## config.mk

```make
export PLATFORM = sky130hd
export DESIGN_NAME = sar_adc_serial_readout
export DESIGN_NICKNAME = d
export VERILOG_FILES = /design/src/hw/sar_adc_pkg.sv /design/src/hw/bit_fifo.sv /design/src/hw/sar_adc_serial_readout.sv /design/src/hw/sar_engine.sv
export VERILOG_INCLUDE_DIRS = /design/src /design/src/hw
export SDC_FILE = /design/constraint.sdc
export NUM_CORES = 1
export LEC_CHECK = 0
export BUFFER_PORTS_ARGS = -buffer_cell sky130_fd_sc_hd__buf_2
export CORE_ASPECT_RATIO = 1.75
export CORE_UTILIZATION = 38
export CTS_BUF_LIST = sky130_fd_sc_hd__clkbuf_16
export DETAILED_ROUTE_END_ITERATION = 8
export MAX_ROUTING_LAYER = met4
export PLACE_DENSITY = 0.57
export SYNTH_ARGS = -nofsm -noshare
export SYNTH_HDL_FRONTEND = slang
export SYNTH_SLANG_ARGS = --single-unit
```

## constraint.sdc

```tcl
create_clock -name clk -period 3.9 [get_ports clk]
set_input_delay 0.39 -clock clk [delete_from_list [all_inputs] [get_ports clk]]
set_output_delay 0.39 -clock clk [all_outputs]
set_load 0.02 [all_outputs]
```

## src/hw/sar_adc_defines.svh

```systemverilog
`ifndef SAR_ADC_DEFINES_SVH
`define SAR_ADC_DEFINES_SVH

// Result word
`define SAR_BITS        12
`define SAR_LAST_BIT    4'hb
`define SAR_WORD_COUNT  4'hc
`define SAR_MSB_TRIAL   12'h800
`define SAR_CODE_RESET  12'h000

// Falling conversion_clock edges spent sampling before hold
`define SAMPLE_FALLS    2'h2

// Serial bit buffer
`define BIT_FIFO_WIDTH  1
`define BIT_FIFO_DEPTH  8

`endif

```

## src/hw/sar_adc_pkg.sv

```systemverilog
package sar_adc_pkg;

    typedef enum logic [2:0] {
        ST_SHUTDOWN,
        ST_SAMPLE,
        ST_NULL_BIT,
        ST_MSB_OUT,
        ST_LSB_OUT,
        ST_DONE
    } readout_state_t;

endpackage

```

## src/hw/bit_fifo.sv

```systemverilog
`timescale 1ns/1ns
module bit_fifo #(
    parameter int WIDTH = 1,
    parameter int DEPTH = 8
) (
    input  wire logic             clk,
    input  wire logic             rst_n,
    input  wire logic             clear,
    input  wire logic             in_valid,
    output logic                  in_ready,
    input  wire logic [WIDTH-1:0] in_data,
    output logic                  out_valid,
    input  wire logic             out_ready,
    output logic      [WIDTH-1:0] out_data
);
    localparam int AW = $clog2(DEPTH);

    logic [WIDTH-1:0] mem [DEPTH];
    logic [AW-1:0]    wr_ptr_reg;
    logic [AW-1:0]    rd_ptr_reg;
    logic [AW:0]      count_reg;
    logic             push;
    logic             pop;

    assign in_ready  = (count_reg != (AW+1)'(DEPTH));
    assign out_valid = (count_reg != '0);
    assign out_data  = mem[rd_ptr_reg];
    assign push      = in_valid && in_ready;
    assign pop       = out_valid && out_ready;

    always_ff @(posedge clk) begin
        if (push) begin
            mem[wr_ptr_reg] <= in_data;
        end
    end

    always_ff @(posedge clk) begin
        if (!rst_n || clear) begin
            wr_ptr_reg <= '0;
            rd_ptr_reg <= '0;
            count_reg  <= '0;
        end else begin
            if (push) begin
                wr_ptr_reg <= (wr_ptr_reg == AW'(DEPTH - 1)) ? '0 : wr_ptr_reg + 1'b1;
            end
            if (pop) begin
                rd_ptr_reg <= (rd_ptr_reg == AW'(DEPTH - 1)) ? '0 : rd_ptr_reg + 1'b1;
            end
            if (push && !pop) begin
                count_reg <= count_reg + 1'b1;
            end else if (pop && !push) begin
                count_reg <= count_reg - 1'b1;
            end
        end
    end

    a_fifo_no_overrun : assert property (@(posedge clk) disable iff (!rst_n)
        count_reg <= (AW+1)'(DEPTH))
        else $error("bit fifo count above depth");

endmodule // bit_fifo

```

## src/hw/sar_adc_serial_readout.sv

```systemverilog
// Summary of operation
// RULE_01: Select low operates; select high shuts down.
// RULE_02: Each result is a twelve bit word.
// RULE_03: Output enabled at second clock after select.
// RULE_04: A single null bit precedes the result.
// RULE_05: Conversion and shifting paced by conversion_clock only.
// RULE_06: Host clock lies between 10 kHz and 3.2 MHz.
// RULE_07: Result shifted most significant bit first.
// RULE_08: Shifted bits belong to current conversion.
// RULE_09: Extra clocks replay result least significant first.
// RULE_10: Sample at start, then isolate inputs.
// RULE_11: Negative input captured once, at hold.
// RULE_12: First 1.5 to 2 periods sample input.
// RULE_13: After replayed MSB, output floats; clocks ignored.
// RULE_14: New conversion only after select toggles high-low.
// RULE_15: Result code is straight binary.
// RULE_16: Raising select abandons conversion, floats output.
`timescale 1ns/1ns
`include "sar_adc_defines.svh"
module sar_adc_serial_readout (
    input  wire logic        clk,
    input  wire logic        rst_n,
    input  wire logic        select_shutdown_n,
    input  wire logic        conversion_clock,
    input  wire logic        comparator_high,
    output logic             serial_result_out,
    output logic             serial_result_oe_n,
    output logic             powered_up,
    output logic             sample_track,
    output logic             input_hold,
    output logic [11:0]      dac_code,
    output logic [11:0]      result_word,
    output logic             result_strobe
);
    import sar_adc_pkg::*;

    readout_state_t state_reg;
    logic           cc_prev_reg;
    logic           cs_prev_reg;
    logic [1:0]     fall_cnt_reg;
    logic [3:0]     bit_cnt_reg;
    logic [11:0]    shift_reg;
    logic           dout_reg;
    logic           oe_n_reg;
    logic           hold_reg;

    logic           cc_rise;
    logic           cc_fall;
    logic           cs_fall;
    logic           cs_high;
    logic           enter_null;
    logic           pop;
    logic           lsb_step;
    logic           finish;
    logic [3:0]     lsb_idx;

    logic           eng_busy;
    logic           bit_valid;
    logic           bit_ready;
    logic           bit_value;
    logic           fifo_valid;
    logic           fifo_bit;

    // Edges of the host clock; it is far slower than clk
    assign cc_rise = conversion_clock && !cc_prev_reg; // RULE_06
    assign cc_fall = !conversion_clock && cc_prev_reg;
    assign cs_high = select_shutdown_n;
    assign cs_fall = cs_prev_reg && !select_shutdown_n;

    always_ff @(posedge clk) begin
        if (!rst_n) begin
            cc_prev_reg <= 1'b0;
            cs_prev_reg <= 1'b0;
        end else begin
            cc_prev_reg <= conversion_clock;
            cs_prev_reg <= select_shutdown_n;
        end
    end

    // Sampling ends at the second falling edge after select
    assign enter_null = (state_reg == ST_SAMPLE) && cc_fall
                        && (fall_cnt_reg == `SAMPLE_FALLS - 2'h1); // RULE_12
    assign pop        = cc_fall && fifo_valid
                        && ((state_reg == ST_NULL_BIT)
                        || (state_reg == ST_MSB_OUT && bit_cnt_reg != `SAR_LAST_BIT));
    assign lsb_step   = cc_fall
                        && ((state_reg == ST_MSB_OUT && bit_cnt_reg == `SAR_LAST_BIT)
                        || (state_reg == ST_LSB_OUT && bit_cnt_reg != `SAR_LAST_BIT));
    assign finish     = cc_fall && (state_reg == ST_LSB_OUT)
                        && (bit_cnt_reg == `SAR_LAST_BIT);
    assign lsb_idx    = (state_reg == ST_MSB_OUT) ? 4'h1 : bit_cnt_reg + 4'h1;

    always_ff @(posedge clk) begin
        if (!rst_n) begin
            state_reg    <= ST_SHUTDOWN;
            fall_cnt_reg <= 2'h0;
            bit_cnt_reg  <= 4'h0;
        end else if (cs_high) begin
            state_reg    <= ST_SHUTDOWN; // RULE_16
        end else begin
            unique case (state_reg)
                ST_SHUTDOWN: begin
                    if (cs_fall) begin // RULE_14
                        state_reg    <= ST_SAMPLE;
                        fall_cnt_reg <= 2'h0;
                    end
                end
                ST_SAMPLE: begin
                    if (enter_null) begin
                        state_reg <= ST_NULL_BIT;
                    end else if (cc_fall) begin
                        fall_cnt_reg <= fall_cnt_reg + 2'h1;
                    end
                end
                ST_NULL_BIT: begin
                    if (pop) begin
                        state_reg   <= ST_MSB_OUT;
                        bit_cnt_reg <= 4'h0;
                    end
                end
                ST_MSB_OUT: begin
                    if (lsb_step) begin
                        state_reg   <= ST_LSB_OUT; // RULE_09
                        bit_cnt_reg <= 4'h1;
                    end else if (pop) begin
                        bit_cnt_reg <= bit_cnt_reg + 4'h1;
                    end
                end
                ST_LSB_OUT: begin
                    if (finish) begin
                        state_reg <= ST_DONE; // RULE_13
                    end else if (lsb_step) begin
                        bit_cnt_reg <= bit_cnt_reg + 4'h1;
                    end
                end
                ST_DONE: begin
                    state_reg <= ST_DONE; // RULE_14
                end
                default: begin
                    state_reg <= ST_SHUTDOWN;
                end
            endcase
        end
    end

    // Serial pin driver
    always_ff @(posedge clk) begin
        if (!rst_n) begin
            dout_reg <= 1'b0;
            oe_n_reg <= 1'b1;
        end else if (cs_high || state_reg == ST_SHUTDOWN) begin
            dout_reg <= 1'b0;
            oe_n_reg <= 1'b1; // RULE_01
        end else if (enter_null) begin
            dout_reg <= 1'b0; // RULE_04
            oe_n_reg <= 1'b0; // RULE_03
        end else if (pop) begin
            dout_reg <= fifo_bit; // RULE_07
        end else if (lsb_step || finish) begin
            dout_reg <= finish ? 1'b0 : shift_reg[lsb_idx];
            oe_n_reg <= finish; // RULE_13
        end
    end

    // Copy of the shifted word for the replay
    always_ff @(posedge clk) begin
        if (!rst_n) begin
            shift_reg <= `SAR_CODE_RESET;
        end else if (pop) begin
            shift_reg <= {shift_reg[10:0], fifo_bit}; // RULE_08
        end
    end

    // Both inputs captured together at hold, released at conversion end
    always_ff @(posedge clk) begin
        if (!rst_n || cs_high) begin
            hold_reg <= 1'b0;
        end else if (enter_null) begin
            hold_reg <= 1'b1; // RULE_10
        end else if (hold_reg && !eng_busy && state_reg != ST_NULL_BIT) begin
            hold_reg <= 1'b0; // RULE_11
        end
    end

    sar_engine u_engine (
        .clk             (clk),
        .rst_n           (rst_n),
        .start           (enter_null),
        .abort           (cs_high),
        .step            (cc_rise),
        .comparator_high (comparator_high),
        .dac_code        (dac_code),
        .busy            (eng_busy),
        .bit_valid       (bit_valid),
        .bit_ready       (bit_ready),
        .bit_value       (bit_value),
        .result_word     (result_word),
        .result_strobe   (result_strobe)
    );

    bit_fifo #(
        .WIDTH (`BIT_FIFO_WIDTH),
        .DEPTH (`BIT_FIFO_DEPTH)
    ) u_bits (
        .clk       (clk),
        .rst_n     (rst_n),
        .clear     (cs_high),
        .in_valid  (bit_valid),
        .in_ready  (bit_ready),
        .in_data   (bit_value),
        .out_valid (fifo_valid),
        .out_ready (pop),
        .out_data  (fifo_bit)
    );

    assign serial_result_out  = dout_reg;
    assign serial_result_oe_n = oe_n_reg;
    assign powered_up         = (state_reg != ST_SHUTDOWN); // RULE_01
    assign sample_track       = (state_reg == ST_SAMPLE); // RULE_12
    assign input_hold         = hold_reg;

    // Checking helpers
    logic [1:0] falls_since_cs_reg;
    logic [3:0] pop_cnt_reg;

    always_ff @(posedge clk) begin
        if (!rst_n || cs_fall) begin
            falls_since_cs_reg <= 2'h0;
        end else if (cc_fall && falls_since_cs_reg != 2'h3) begin
            falls_since_cs_reg <= falls_since_cs_reg + 2'h1;
        end
    end

    always_ff @(posedge clk) begin
        if (!rst_n || enter_null) begin
            pop_cnt_reg <= 4'h0;
        end else if (pop) begin
            pop_cnt_reg <= pop_cnt_reg + 4'h1;
        end
    end

    a_shutdown_floats : assert property (@(posedge clk) disable iff (!rst_n) // RULE_16
        select_shutdown_n |=> (state_reg == ST_SHUTDOWN) && serial_result_oe_n && !powered_up)
        else $error("select high did not shut down");

    a_word_length : assert property (@(posedge clk) disable iff (!rst_n) // RULE_02
        finish |-> (pop_cnt_reg == `SAR_WORD_COUNT))
        else $error("result word length is not twelve bits");

    a_enable_late : assert property (@(posedge clk) disable iff (!rst_n) // RULE_03
        $fell(serial_result_oe_n) |-> (falls_since_cs_reg == 2'h2))
        else $error("output enabled before second clock");

    a_null_first : assert property (@(posedge clk) disable iff (!rst_n) // RULE_04
        $fell(serial_result_oe_n) |-> !serial_result_out && state_reg == ST_NULL_BIT)
        else $error("null bit not driven first");

    a_msb_matches : assert property (@(posedge clk) disable iff (!rst_n) // RULE_08
        $rose(state_reg == ST_LSB_OUT) |-> shift_reg == result_word)
        else $error("shifted word differs from the conversion");

    a_bit_not_lost : assert property (@(posedge clk) disable iff (!rst_n) // RULE_08
        bit_valid |-> bit_ready)
        else $error("decided bit found the bit buffer full");

    a_result_in_msb : assert property (@(posedge clk) disable iff (!rst_n) // RULE_08
        result_strobe |-> input_hold && state_reg == ST_MSB_OUT)
        else $error("result completed outside the shifting phase");

    a_dout_on_fall : assert property (@(posedge clk) disable iff (!rst_n) // RULE_05
        $changed(serial_result_out) |-> $past(cc_fall) || $past(cs_high)
        || ($past(state_reg) == ST_SHUTDOWN))
        else $error("serial output moved off a falling clock edge");

    a_msb_shift : assert property (@(posedge clk) disable iff (!rst_n) // RULE_07
        pop && !select_shutdown_n |=> serial_result_out == $past(fifo_bit))
        else $error("shifted bit differs from the decided bit");

    a_sample_two_falls : assert property (@(posedge clk) disable iff (!rst_n) // RULE_12
        enter_null |-> falls_since_cs_reg == 2'h1)
        else $error("sampling did not last until the second falling edge");

    a_replay_ends : assert property (@(posedge clk) disable iff (!rst_n) // RULE_13
        finish && !select_shutdown_n |=> serial_result_oe_n && state_reg == ST_DONE)
        else $error("output still driven after the replayed top bit");

    a_hold_ends : assert property (@(posedge clk) disable iff (!rst_n) // RULE_10
        $fell(input_hold) |-> !$past(eng_busy) || $past(select_shutdown_n))
        else $error("inputs reconnected during conversion");

    a_lsb_replay : assert property (@(posedge clk) disable iff (!rst_n) // RULE_09
        (state_reg == ST_LSB_OUT) |-> serial_result_out == shift_reg[bit_cnt_reg])
        else $error("replay bit out of order");

    a_done_quiet : assert property (@(posedge clk) disable iff (!rst_n) // RULE_13
        (state_reg == ST_DONE && !select_shutdown_n)
        |=> (state_reg == ST_DONE) && serial_result_oe_n)
        else $error("output active after replay");

    a_restart_toggle : assert property (@(posedge clk) disable iff (!rst_n) // RULE_14
        (state_reg == ST_SAMPLE && $past(state_reg) == ST_SHUTDOWN)
        |-> !$past(select_shutdown_n) && $past(select_shutdown_n, 2))
        else $error("conversion began without select toggle");

    a_hold_after_sample : assert property (@(posedge clk) disable iff (!rst_n) // RULE_11
        $rose(input_hold) |-> $past(sample_track) && !sample_track && eng_busy)
        else $error("hold not entered from sampling");

endmodule // sar_adc_serial_readout

```

## src/hw/sar_engine.sv

```systemverilog
`timescale 1ns/1ns
`include "sar_adc_defines.svh"
module sar_engine (
    input  wire logic        clk,
    input  wire logic        rst_n,
    input  wire logic        start,
    input  wire logic        abort,
    input  wire logic        step,
    input  wire logic        comparator_high,
    output logic [11:0]      dac_code,
    output logic             busy,
    output logic             bit_valid,
    input  wire logic        bit_ready,
    output logic             bit_value,
    output logic [11:0]      result_word,
    output logic             result_strobe
);
    import sar_adc_pkg::*;

    logic [11:0] dac_code_reg;
    logic [11:0] mask_reg;
    logic        busy_reg;
    logic [11:0] result_reg;
    logic        strobe_reg;
    logic [11:0] code_next;
    logic        decide;

    // One bit is decided per rising conversion_clock edge
    assign decide    = busy_reg && step && bit_ready;
    assign bit_valid = busy_reg && step;
    assign bit_value = comparator_high;
    // Straight binary: a set bit keeps its trial weight
    assign code_next = (dac_code_reg & ~mask_reg) | (comparator_high ? mask_reg : 12'h000);

    always_ff @(posedge clk) begin
        if (!rst_n || abort) begin
            busy_reg     <= 1'b0;
            mask_reg     <= 12'h000;
            dac_code_reg <= `SAR_CODE_RESET;
        end else if (start) begin
            busy_reg     <= 1'b1;
            mask_reg     <= `SAR_MSB_TRIAL;
            dac_code_reg <= `SAR_MSB_TRIAL;
        end else if (decide) begin // RULE_05
            mask_reg     <= mask_reg >> 1;
            dac_code_reg <= code_next | (mask_reg >> 1); // RULE_15
            if (mask_reg[0]) begin
                busy_reg <= 1'b0;
            end
        end
    end

    always_ff @(posedge clk) begin
        if (!rst_n) begin
            result_reg <= `SAR_CODE_RESET;
            strobe_reg <= 1'b0;
        end else begin
            strobe_reg <= decide && mask_reg[0] && !abort;
            if (decide && mask_reg[0] && !abort) begin
                result_reg <= code_next;
            end
        end
    end

    assign dac_code      = dac_code_reg;
    assign busy          = busy_reg;
    assign result_word   = result_reg;
    assign result_strobe = strobe_reg;

    a_code_paced : assert property (@(posedge clk) disable iff (!rst_n) // RULE_05
        $changed(dac_code_reg) |-> $past(start) || $past(decide) || $past(abort))
        else $error("trial code moved without a conversion clock step");

endmodule // sar_engine

```

**Yosys cells after proc, flatten, opt, wreduce, memory -nomap -nowiden**

Memories as Yosys holds them, arrays and structs flattened. A register that Yosys moved wholly into a read port is not among the register bits.
Index checks and enable logic that the tools add are counted.
W data, S select, Z words.

- Reduce and logical (&&, ||, !) cells: 54
- Bitwise logic cells: 6
- Add/subtract/negate cells: 6
- Muxes and demuxes: 43
- Eq/ne operators: 23
- Magnitude comparators: 1

Operators by type and width:

| kind | number |
|---|---|
| $mux W12 | 5 |
| $mux W4 | 8 |
| $mux W3 | 9 |
| $logic_and A1 B1 Y1 | 22 |
| $pmux W3 S6 | 1 |
| $mux W1 | 14 |
| $ne A2 B2 Y1 const B | 7 |
| $reduce_bool A2 Y1 | 7 |
| $and A12 B12 Y12 | 1 |
| $eq A3 B3 Y1 const B | 4 |
| $not A12 Y12 | 1 |
| $or A12 B11 Y12 | 1 |
| $or A12 B12 Y12 | 1 |
| $pmux W4 S3 | 1 |
| $reduce_and A5 Y1 | 2 |
| $add A4 B1 Y4 const B | 2 |
| $ne A4 B4 Y1 const B | 2 |
| $logic_not A1 Y1 | 7 |
| $add A3 B1 Y3 const B | 2 |
| $eq A3 B2 Y1 const B | 2 |
| $mux W2 | 3 |
| $ne A2 B1 Y1 const B | 3 |
| $ne A3 B2 Y1 const B | 2 |
| $reduce_and A6 Y1 | 1 |
| 16 further kinds | 25 |

- Bits in writable memories: 8
- Bits of input ports: 5
- Word-level logic and storage cells: 153
- Output and inout port bits: 30
- Flip-flop bits (word level): 74
- Memories: 1

Memories:

| name | words | bits a word | rd ports | clocked after memory_dff | write ports | RTL line | source |
|---|---|---|---|---|---|---|---|
| u_bits.mem | 8 | 1 | 1 | 1 | 1 | bit_fifo.sv:18 | `logic [WIDTH-1:0] mem [DEPTH];` |

**Longest topological paths before layout**

Gate-level depths: netlist (run 1).

- Depth in word-level cells: 8
- Gate-level depth with buffers: 13
- Mapped depth without buffers: 12

**By module**

A second synthesis (run 1) with hierarchy kept.

- Cells, all modules: 437
- Area total of the unflattened synthesis: 4062.6 µm²

Modules (own cells, without submodules):

| module | sequential area each (µm²) | cells each | instances | area each (µm²) |
|---|---|---|---|---|
| sar_engine | 760.7 | 171 | 1 | 1606.5 |
| sar_adc_serial_readout | 520.5 | 178 | 1 | 1470.2 |
| bit_fifo | 500.5 | 88 | 1 | 985.9 |

**Worst setup path after synthesis (run 1)**

Ideal clock, no wire load.

- Path type: register to register
- Start point: register bit_cnt_reg[0]
- End point: register u_bits.count_reg[3]
- Arrival: 3026 ps
- Path slack: 803 ps
- Required time: 3830 ps
- Cell stages (with the launch flop): 14
- Path buffers: 1
- Setup time: 70 ps
- Period minus slack after synthesis: 3097 ps
- Path through: dfxtp_1 > ha_1 > and3b_1 > a2111oi_4 > inv_2 > clkbuf_1 > ha_1 > inv_1 > ha_1 > a21o_1 > a21oi_1 > xnor2_1 > or3_1 > a21oi_1

- Cells in the longest elaborated chain, start to end: 8
- Elaborated cells on any way between the ends: 10
- Those cells by class: eq/ne: 1; mux: 1; reduce/logical: 8

Ends and longest elaborated chain:

| what | RTL line | source |
|---|---|---|
| from (decl) | sar_adc_serial_readout.sv:41 | `logic [3:0] bit_cnt_reg;` |
| from (signal assigned) | sar_adc_serial_readout.sv:126 | `bit_cnt_reg <= bit_cnt_reg + 4'h1;` |
| from (signal assigned) | sar_adc_serial_readout.sv:133 | `bit_cnt_reg <= bit_cnt_reg + 4'h1;` |
| $ne A4 B4 Y1 (no source line) * | -- |  |
| $logic_and A1 B1 Y1 (no source line) * | -- |  |
| $logic_or A1 B1 Y1 * | sar_adc_serial_readout.sv:84 | `&& ((state_reg == ST_NULL_BIT)` |
| $logic_and A1 B1 Y1 * | sar_adc_serial_readout.sv:83 | `assign pop = cc_fall && fifo_valid` |
| $logic_and A1 B1 Y1 * | bit_fifo.sv:29 | `assign pop = out_valid && out_ready;` |
| $logic_not A1 Y1 | bit_fifo.sv:49 | `if (push && !pop) begin` |
| $logic_and A1 B1 Y1 | bit_fifo.sv:49 |  |
| $mux W4 or $reduce_bool A2 Y1 (tied branches) | -- |  |
| to (signal assigned) | bit_fifo.sv:50 | `count_reg <= count_reg + 1'b1;` |
| to (signal assigned) | bit_fifo.sv:52 | `count_reg <= count_reg - 1'b1;` |
| to (decl) | bit_fifo.sv:21 | `logic [AW:0] count_reg;` |

Mark *: on every way between the ends. The rest lies on a longest branch, timed or not.
A chain may end at the register's enable or synchronous reset.

**Final worst setup path (run 1)**

Ends and elaborated chain as after synthesis.

==> flow_summary.json, run 1 <==
{
  "die_width_um": 78.08,
  "hpwlAfterDp_um": 6245,
  "place_ws_ns": 0.7762,
  "htree_levels": 3,
  "drv_slew": 0,
  "synth.ff_latch_count": 85,
  "endpoint_kind": "flip-flop",
  "core.rowCount": 48,
  "p_leak_nw": 1.833,
  "core-area_mm2": 0.009849,
  "worstPathRequired_ns": 4.17,
  "antenna_found_initial": 0,
  "fin_ws_ns": 0.8033,
  "synth_area_mm2": 0.003849,
  "relSlewSlack_pct": 43.83,
  "area_growth_pct": 14.14,
  "cts_tree": "done",
  "yosys_warnings": 0,
  "clock-sinks": 85,
  "post_cts_resized": 0,
  "dr.pass1.iters": 5,
  "outcome": "finished clean",
  "clk_path_buf_depth": 2,
  "grtUsageTotal_pct": 18.91,
  "placed_area_mm2": 0.004134,
  "synth_edf_count": 8,
  "drive_gt1_share_pct": 16.48,
  "first_global_vias": 3087,
  "grt_start_max_net_pins": 35,
  "skew_ns": 0.008566,
  "dieArea_mm2": 0.01055,
  "min_from": "conversion_clock",
  "arrival_ns": 3.37,
  "finalNonFillerCells": 574,
  "worstMarginPinSlew_ns": 0.8349,
  "ios": 35,
  "fmax_ghz": 0.3229,
  "post-cts-setup-buffers": 0,
  "r2r-start": "bit_cnt_reg[0]",
  "whs_ns": 0.3169,
  "powerDensity_mw_per_mm2": 380.5,
  "criticalPathCategory": "flip-flop to flip-flop",
  "dp.cells": 559,
  "grt_first_pass_wirelength_um": 15180,
  "yosysSeqAreaShare_pct": 46.29,
  "synth_area_per_cell_um2": 9.252,
  "layout_commonest_cell": "nand2_1",
  "drc": 0,
  "post-route-min-period_ns": 3.097,
  "route.vias.total": 3089,
  "diodes": 0,
  "drt-vias-per-instance": 5.382,
  "drt_iter0_drc": 201,
  "worstSetupStartpoint": "bit_cnt_reg[0]",
  "routed_wl_um": 8772,
  "start_kind": "flip-flop",
  "ys_types": 50,
  "die_height_um": 135.1,
  "cap_viol_max_count": 0,
  "clk_latency_ns": 0.34,
  "peakVddDrop_mv": 0.2452,
  "syn_nets": 431,
  "cp_max_fo": 17,
  "fillers": 1006,
  "globalplace.congestion": 0.8174,
  "cts.clk_slew.worst_paths_ns": 0.06,
  "cts_buffers": 9,
  "synth_flop_cell": "dfxtp_1",
  "ant_nets": 0,
  "ff2ff_setup_slack_ns": 0.80,
  "portBuffers": 34,
  "async_reset_ff_share_pct": 0,
  "fin_setup_tns_ns": 0,
  "hp-class": "input pin to flip-flop",
  "final_area_mm2": 0.004393,
  "clockRootBuffer": "clkbuf_16",
  "hold_viol": 0,
  "ctsHoldBuffers": 0,
  "start_util_pct": 39.08,
  "rsz0062_at_grt": "false",
  "finalCritPeriodShare_pct": 79.40,
  "syn_inst": 416,
  "layout_common_cells": "nand2_1, dfxtp_1, a21oi_1, buf_2, nor2_1",
  "avgRoutedWirePerCell_um": 15.28,
  "grt-ovfl-total": 0,
  "nets": 460,
  "setup_violations": 0
}
-- worst max-delay path, stage by stage, from the launching register on --
cell       delay (ns)
dfxtp_1          0.40
ha_1             0.30
and3b_1          0.24
a2111oi_4        0.39
inv_2            0.21
ha_1             0.27
inv_1            0.11
ha_1             0.24
a21o_1           0.17
a21oi_1          0.17
xnor2_1          0.09
or3_1            0.30
a21oi_1          0.13
-- cell type report --
type	count	area, um^2	share of cell area [%]
Clock inverter	6	33.78	0.7690
Multi-Input combinational cell	299	1939	44.15
Inverter	9	33.78	0.7690
Tap cell	125	156.4	3.560
Timing Repair Buffer	41	222.7	5.070
Clock buffer	9	225.2	5.127
Sequential cell	85	1782	40.56
-- cells by family after synthesis --
| family | synth area share [%] |
|---|---|
| DFF | 46.29 |
| adders and majority gates | 3.446 |
| AOI/OAI and AO/OA | 18.89 |
| and+or+nand+nor | 19.38 |
| muxes | 7.542 |
| xor gates and xnor gates | 1.138 |
| buffers and inverters | 3.316 |
-- final timing paths --
check / to / cells after the start
worst max-delay path: u_bits.count_reg[3] / 12
worst min register to register: input_hold / 2
worst max register to register: u_bits.count_reg[3] / 12
worst min-delay path: cc_prev_reg / 2
-- cell usage after synthesis, drive strengths merged, types with 2 or more instances --
library cell | n | area, um^2
a2111oi | 2 | 36.29
a21boi | 12 | 90.09
a21o | 3 | 22.52
a21oi | 43 | 215.2
a311oi | 3 | 26.28
and2 | 2 | 12.51
and3b | 2 | 17.52
buf | 6 | 30.03
clkbuf | 17 | 63.81
dfxtp | 77 | 1541
edfxtp | 8 | 240.2
ha | 9 | 112.6
inv | 8 | 30.03
mux2i | 20 | 200.2
mux4 | 4 | 90.09
nand2 | 83 | 311.6
nand2b | 4 | 25.02
nand3 | 4 | 20.02
nand3b | 5 | 37.54
nor2 | 27 | 101.4
nor2b | 7 | 43.79
nor3 | 7 | 40.04
nor3b | 5 | 42.54
nor4 | 2 | 12.51
nor4b | 3 | 26.28
o211a | 12 | 120.1
o211ai | 3 | 22.52
o21ai | 8 | 40.04
o221a | 8 | 90.09
or2 | 2 | 12.52
or3 | 4 | 25.02
or3b | 2 | 17.52
xnor2 | 3 | 26.28
xor2 | 2 | 17.52
-- stage by stage --
| stage | util [%] | power (mW) |
|---|---|---|
| after floorplan | - | 0.9223 |
| after global placement | 41.97 | 0.9371 |
| after detailed placement | 41.97 | 0.9371 |
| after CTS | 44.60 | 1.694 |
| after global routing | 44.60 | 1.734 |
| final | 44.60 | 1.671 |
-- per-layer routing --
| layer | part of all wire, % | wire [um] | vias to the layer above | global-route usage [%] |
|---|---|---|---|---|
| met5 | 0 | 0 | - | - |
| met4 | 2.0 | 172 | 0 | 6.790 |
| met3 | 3.5 | 311 | 14 | 4.175 |
| met2 | 54 | 4721 | 61 | 33.38 |
| met1 | 41 | 3567 | 1482 | 20.60 |
| li1 | - | - | 1532 | - |
-- power by group --
| part | internal [mW] | leakage [nW] | total (mW) | switching [mW] |
|---|---|---|---|---|
| logic | 0.00978 | 1.01 | 0.0333 | 0.0235 |
| clock network | 0.421 | 0.134 | 0.754 | 0.333 |
| registers | 0.882 | 0.692 | 0.884 | 0.00149 |
| total | 1.31 | 1.83 | 1.67 | 0.358 |
Note: power is estimated with default switching activity, not from simulation.
==> run 2, diff against run 1 <==
--- a/config.mk
+++ b/config.mk
@@ -6,13 +6,14 @@
 export SDC_FILE = /design/constraint.sdc
 export NUM_CORES = 1
 export LEC_CHECK = 0
+export ABC_AREA = 1
 export BUFFER_PORTS_ARGS = -buffer_cell sky130_fd_sc_hd__buf_2
 export CORE_ASPECT_RATIO = 1.75
 export CORE_UTILIZATION = 38
 export CTS_BUF_LIST = sky130_fd_sc_hd__clkbuf_16
 export DETAILED_ROUTE_END_ITERATION = 8
 export MAX_ROUTING_LAYER = met4
-export PLACE_DENSITY = 0.57
+export PLACE_DENSITY = 0.59
 export SYNTH_ARGS = -nofsm -noshare
 export SYNTH_HDL_FRONTEND = slang
 export SYNTH_SLANG_ARGS = --single-unit
==> constraint.sdc (replaced) <==
create_clock -name clk -period 2.56 [get_ports clk]
set_input_delay 0.256 -clock clk [delete_from_list [all_inputs] [get_ports clk]]
set_output_delay 0.256 -clock clk [all_outputs]
set_load 0.02 [all_outputs]
==> run 2 against run 1 <==
Compared with the run above:
- sequential power grew 54%
- count of clock-buffer cells in the layout unchanged
- flip-flop and latch count stayed put
- core utilization rose by 1.3 points
- global-route usage shrank 0.99 points
- die area rose by 2.2%
- worst setup slack worse by 0.55 ns
- worst hold slack worse by 0.17 ns
- critical path type unchanged
- routed wire length fell by 0.71%
- combinational power grew to 3.3 times the previous value
- clock power rose by 79%
- critical endpoint unchanged
- register-to-register slack got worse by 0.55 ns
==> flow_summary.json, run 2 <==
{
  "yosysSeqAreaShare_pct": 45.26,
  "synth_top_area_share_pct": 39.16,
  "ctsHoldBuffers": 0,
  "cts.clk_slew.worst_paths_ns": 0.06,
  "peakVddDrop_mv": 0.3425,
  "first_global_vias": 3318,
  "htree_levels": 3,
  "start_util_pct": 39.48,
  "hold_viol": 0,
  "layout_commonest_cell": "nand2_1",
  "grt_first_pass_wirelength_um": 14770,
  "avgRoutedWirePerCell_um": 12.70,
  "ys_top_cells_by_count": "nand2_1, dfxtp_1, nor2_1",
  "fmax_ghz": 0.4329,
  "fin_setup_tns_ns": 0,
  "core-area_mm2": 0.009970,
  "finalCritPeriodShare_pct": 90.23,
  "cap_viol_max_count": 0,
  "ff2ff_setup_slack_ns": 0.25,
  "skew_ns": 0.006279,
  "synth_area_per_cell_um2": 7.570,
  "criticalPathCategory": "flip-flop to flip-flop",
  "yosys_warnings": 0,
  "die_width_um": 78.94,
  "post_cts_resized": 0,
  "endpoint_kind": "flip-flop",
  "grt_start_max_net_pins": 31,
  "antenna_found_initial": 0,
  "ant_nets": 0,
  "hpwlAfterDp_um": 6238,
  "nets": 571,
  "synth_flop_cell": "dfxtp_1",
  "synth.ff_latch_count": 85,
  "fin_ws_ns": 0.2500,
  "globalplace.congestion": 0.9242,
  "grt-ovfl-total": 0,
  "clk_latency_ns": 0.33,
  "clock-sinks": 85,
  "cp_max_fo": 5,
  "dieArea_mm2": 0.01079,
  "synth.most_common_cell": "nand2_1",
  "area_growth_pct": 16.18,
  "syn_nets": 535,
  "hp-class": "input pin to flip-flop",
  "post-route-min-period_ns": 2.310,
  "cts_tree": "done",
  "synth_area_mm2": 0.003936,
  "syn_inst": 520,
  "grtUsageTotal_pct": 17.92,
  "synth_top_cells_by_area": "dfxtp_1, nand2_1, a21oi_1",
  "route.vias.total": 3401,
  "drt-vias-per-instance": 4.958,
  "worst-r2r-cell-count": 16,
  "power_mw": 2.812,
  "ys_types": 32,
  "worstMarginPinSlew_ns": 0.4410,
  "layout_common_cells": "nand2_1, dfxtp_1, nor2_1, inv_1, a21oi_1",
  "dr.pass1.iters": 5,
  "drv_slew": 0,
  "postLayoutCoreUtil_pct": 45.87,
  "post-cts-setup-buffers": 0,
  "powerDensity_mw_per_mm2": 615.0,
  "arrival_ns": 2.53,
  "die_height_um": 136.6,
  "outcome": "finished clean",
  "cts_buffers": 9,
  "relSlewSlack_pct": 70.49,
  "diodes": 0,
  "routed_wl_um": 8710,
  "core.rowCount": 48,
  "synth_edf_count": 8,
  "p_leak_nw": 1.936,
  "drive_gt1_share_pct": 17.65,
  "clockRootBuffer": "clkbuf_16",
  "place_ws_ns": 0.07607,
  "synth_largest_area_cell": "dfxtp_1",
  "async_reset_ff_share_pct": 0,
  "worstHoldPathCells": 3,
  "rsz0062_at_grt": "false",
  "drc": 0,
  "worstPathRequired_ns": 2.78,
  "portBuffers": 34,
  "setup_violations": 0,
  "clk_path_buf_depth": 2,
  "start_kind": "flip-flop",
  "drt_iter0_drc": 143,
  "ios": 35
}
==> run 2: cell types whose count changed after synthesis, moves of 9 or more <==
| cell | before | now |
|---|---|---|
| mux2i_1 | 20 | 0 |
| nor2_1 | 27 | 69 |
| nand3_1 | 4 | 21 |
| o211a_1 | 12 | 2 |
| a21oi_1 | 43 | 52 |
| o21ai_0 | 8 | 44 |
| a21boi_0 | 12 | 0 |
| inv_1 | 7 | 58 |
| nand2_1 | 83 | 106 |
| clkbuf_1 | 17 | 6 |
==> run 2: path summary, 6_finish.rpt <==
| kind | from | to |
|---|---|---|
| worst max-delay path | bit_cnt_reg[1] | u_bits.count_reg[3] |
| worst min-delay path | select_shutdown_n | cs_prev_reg |
| worst max register to register | bit_cnt_reg[1] | u_bits.count_reg[3] |
| worst min register to register | u_engine.result_word[3] | u_engine.result_word[3] |
==> run 2: report_power, final <==
| part | internal, mW | switching [mW] | total (mW) |
|---|---|---|---|
| clock | 0.842 | 0.503 | 1.35 |
| sequential | 1.35 | 0.00646 | 1.36 |
| combinational | 0.0334 | 0.0777 | 0.111 |
==> run 2: cell families after synthesis <==
logic type	after synthesis	share of synthesized area, %
flip-flops	85	45.26
buffers and inverters	81	8.710
XOR/XNOR	3	0.6676
adder cells (fa/ha/maj)	10	3.369
AND/OR/NAND/NOR	220	24.13
AO/OA/AOI/OAI	115	16.15
multiplexers	6	1.716
==> run 2: worst max-delay path: stages (launching register included) <==
cell and delay, ns:
dfxtp_2 0.36, ha_2 0.22, nand3_2 0.12, a21oi_4 0.18, nor2_4 0.04, inv_1 0.07
ha_2 0.19, inv_1 0.08, ha_1 0.28, nand2_1 0.07, nand2_1 0.07, a21oi_2 0.14
nor2_1 0.05, nor2_1 0.09, nand2_1 0.07, o21ai_1 0.12, a21oi_1 0.05
==> run 2: per-stage QoR <==
step / std cells / instance area (um^2) / hold WS, ns
2_1_floorplan: 520 / 3936 / 0.3495
3_3_place_gp: 670 / 4232 / 0.4307
3_5_place_dp: 670 / 4232 / 0.4324
4_1_cts: 686 / 4541 / 0.1395
5_1_grt: 686 / 4573 / 0.1708
6_report: 686 / 4573 / 0.1505
==> run 2: area by class of cell <==
| class | instances | area [um^2] |
|---|---|---|
| Fill cell | 1007 | 5396 |
| Tap cell | 125 | 156.4 |
| Inverter | 61 | 229.0 |
| Multi-Input combinational cell | 354 | 1841 |
| Clock buffer | 9 | 225.2 |
| Sequential cell | 85 | 1785 |
| Clock inverter | 7 | 83.83 |
| Timing Repair Buffer | 45 | 252.7 |
==> run 2: layer usage <==
metal  vias up  routed length [um]  track usage [%]
met4         0                 215            10.20
met3        16                 343            3.133
met5         -                   0                -
met2        74                4617            31.01
met1      1549                3533            19.06
li1       1762                   -                -
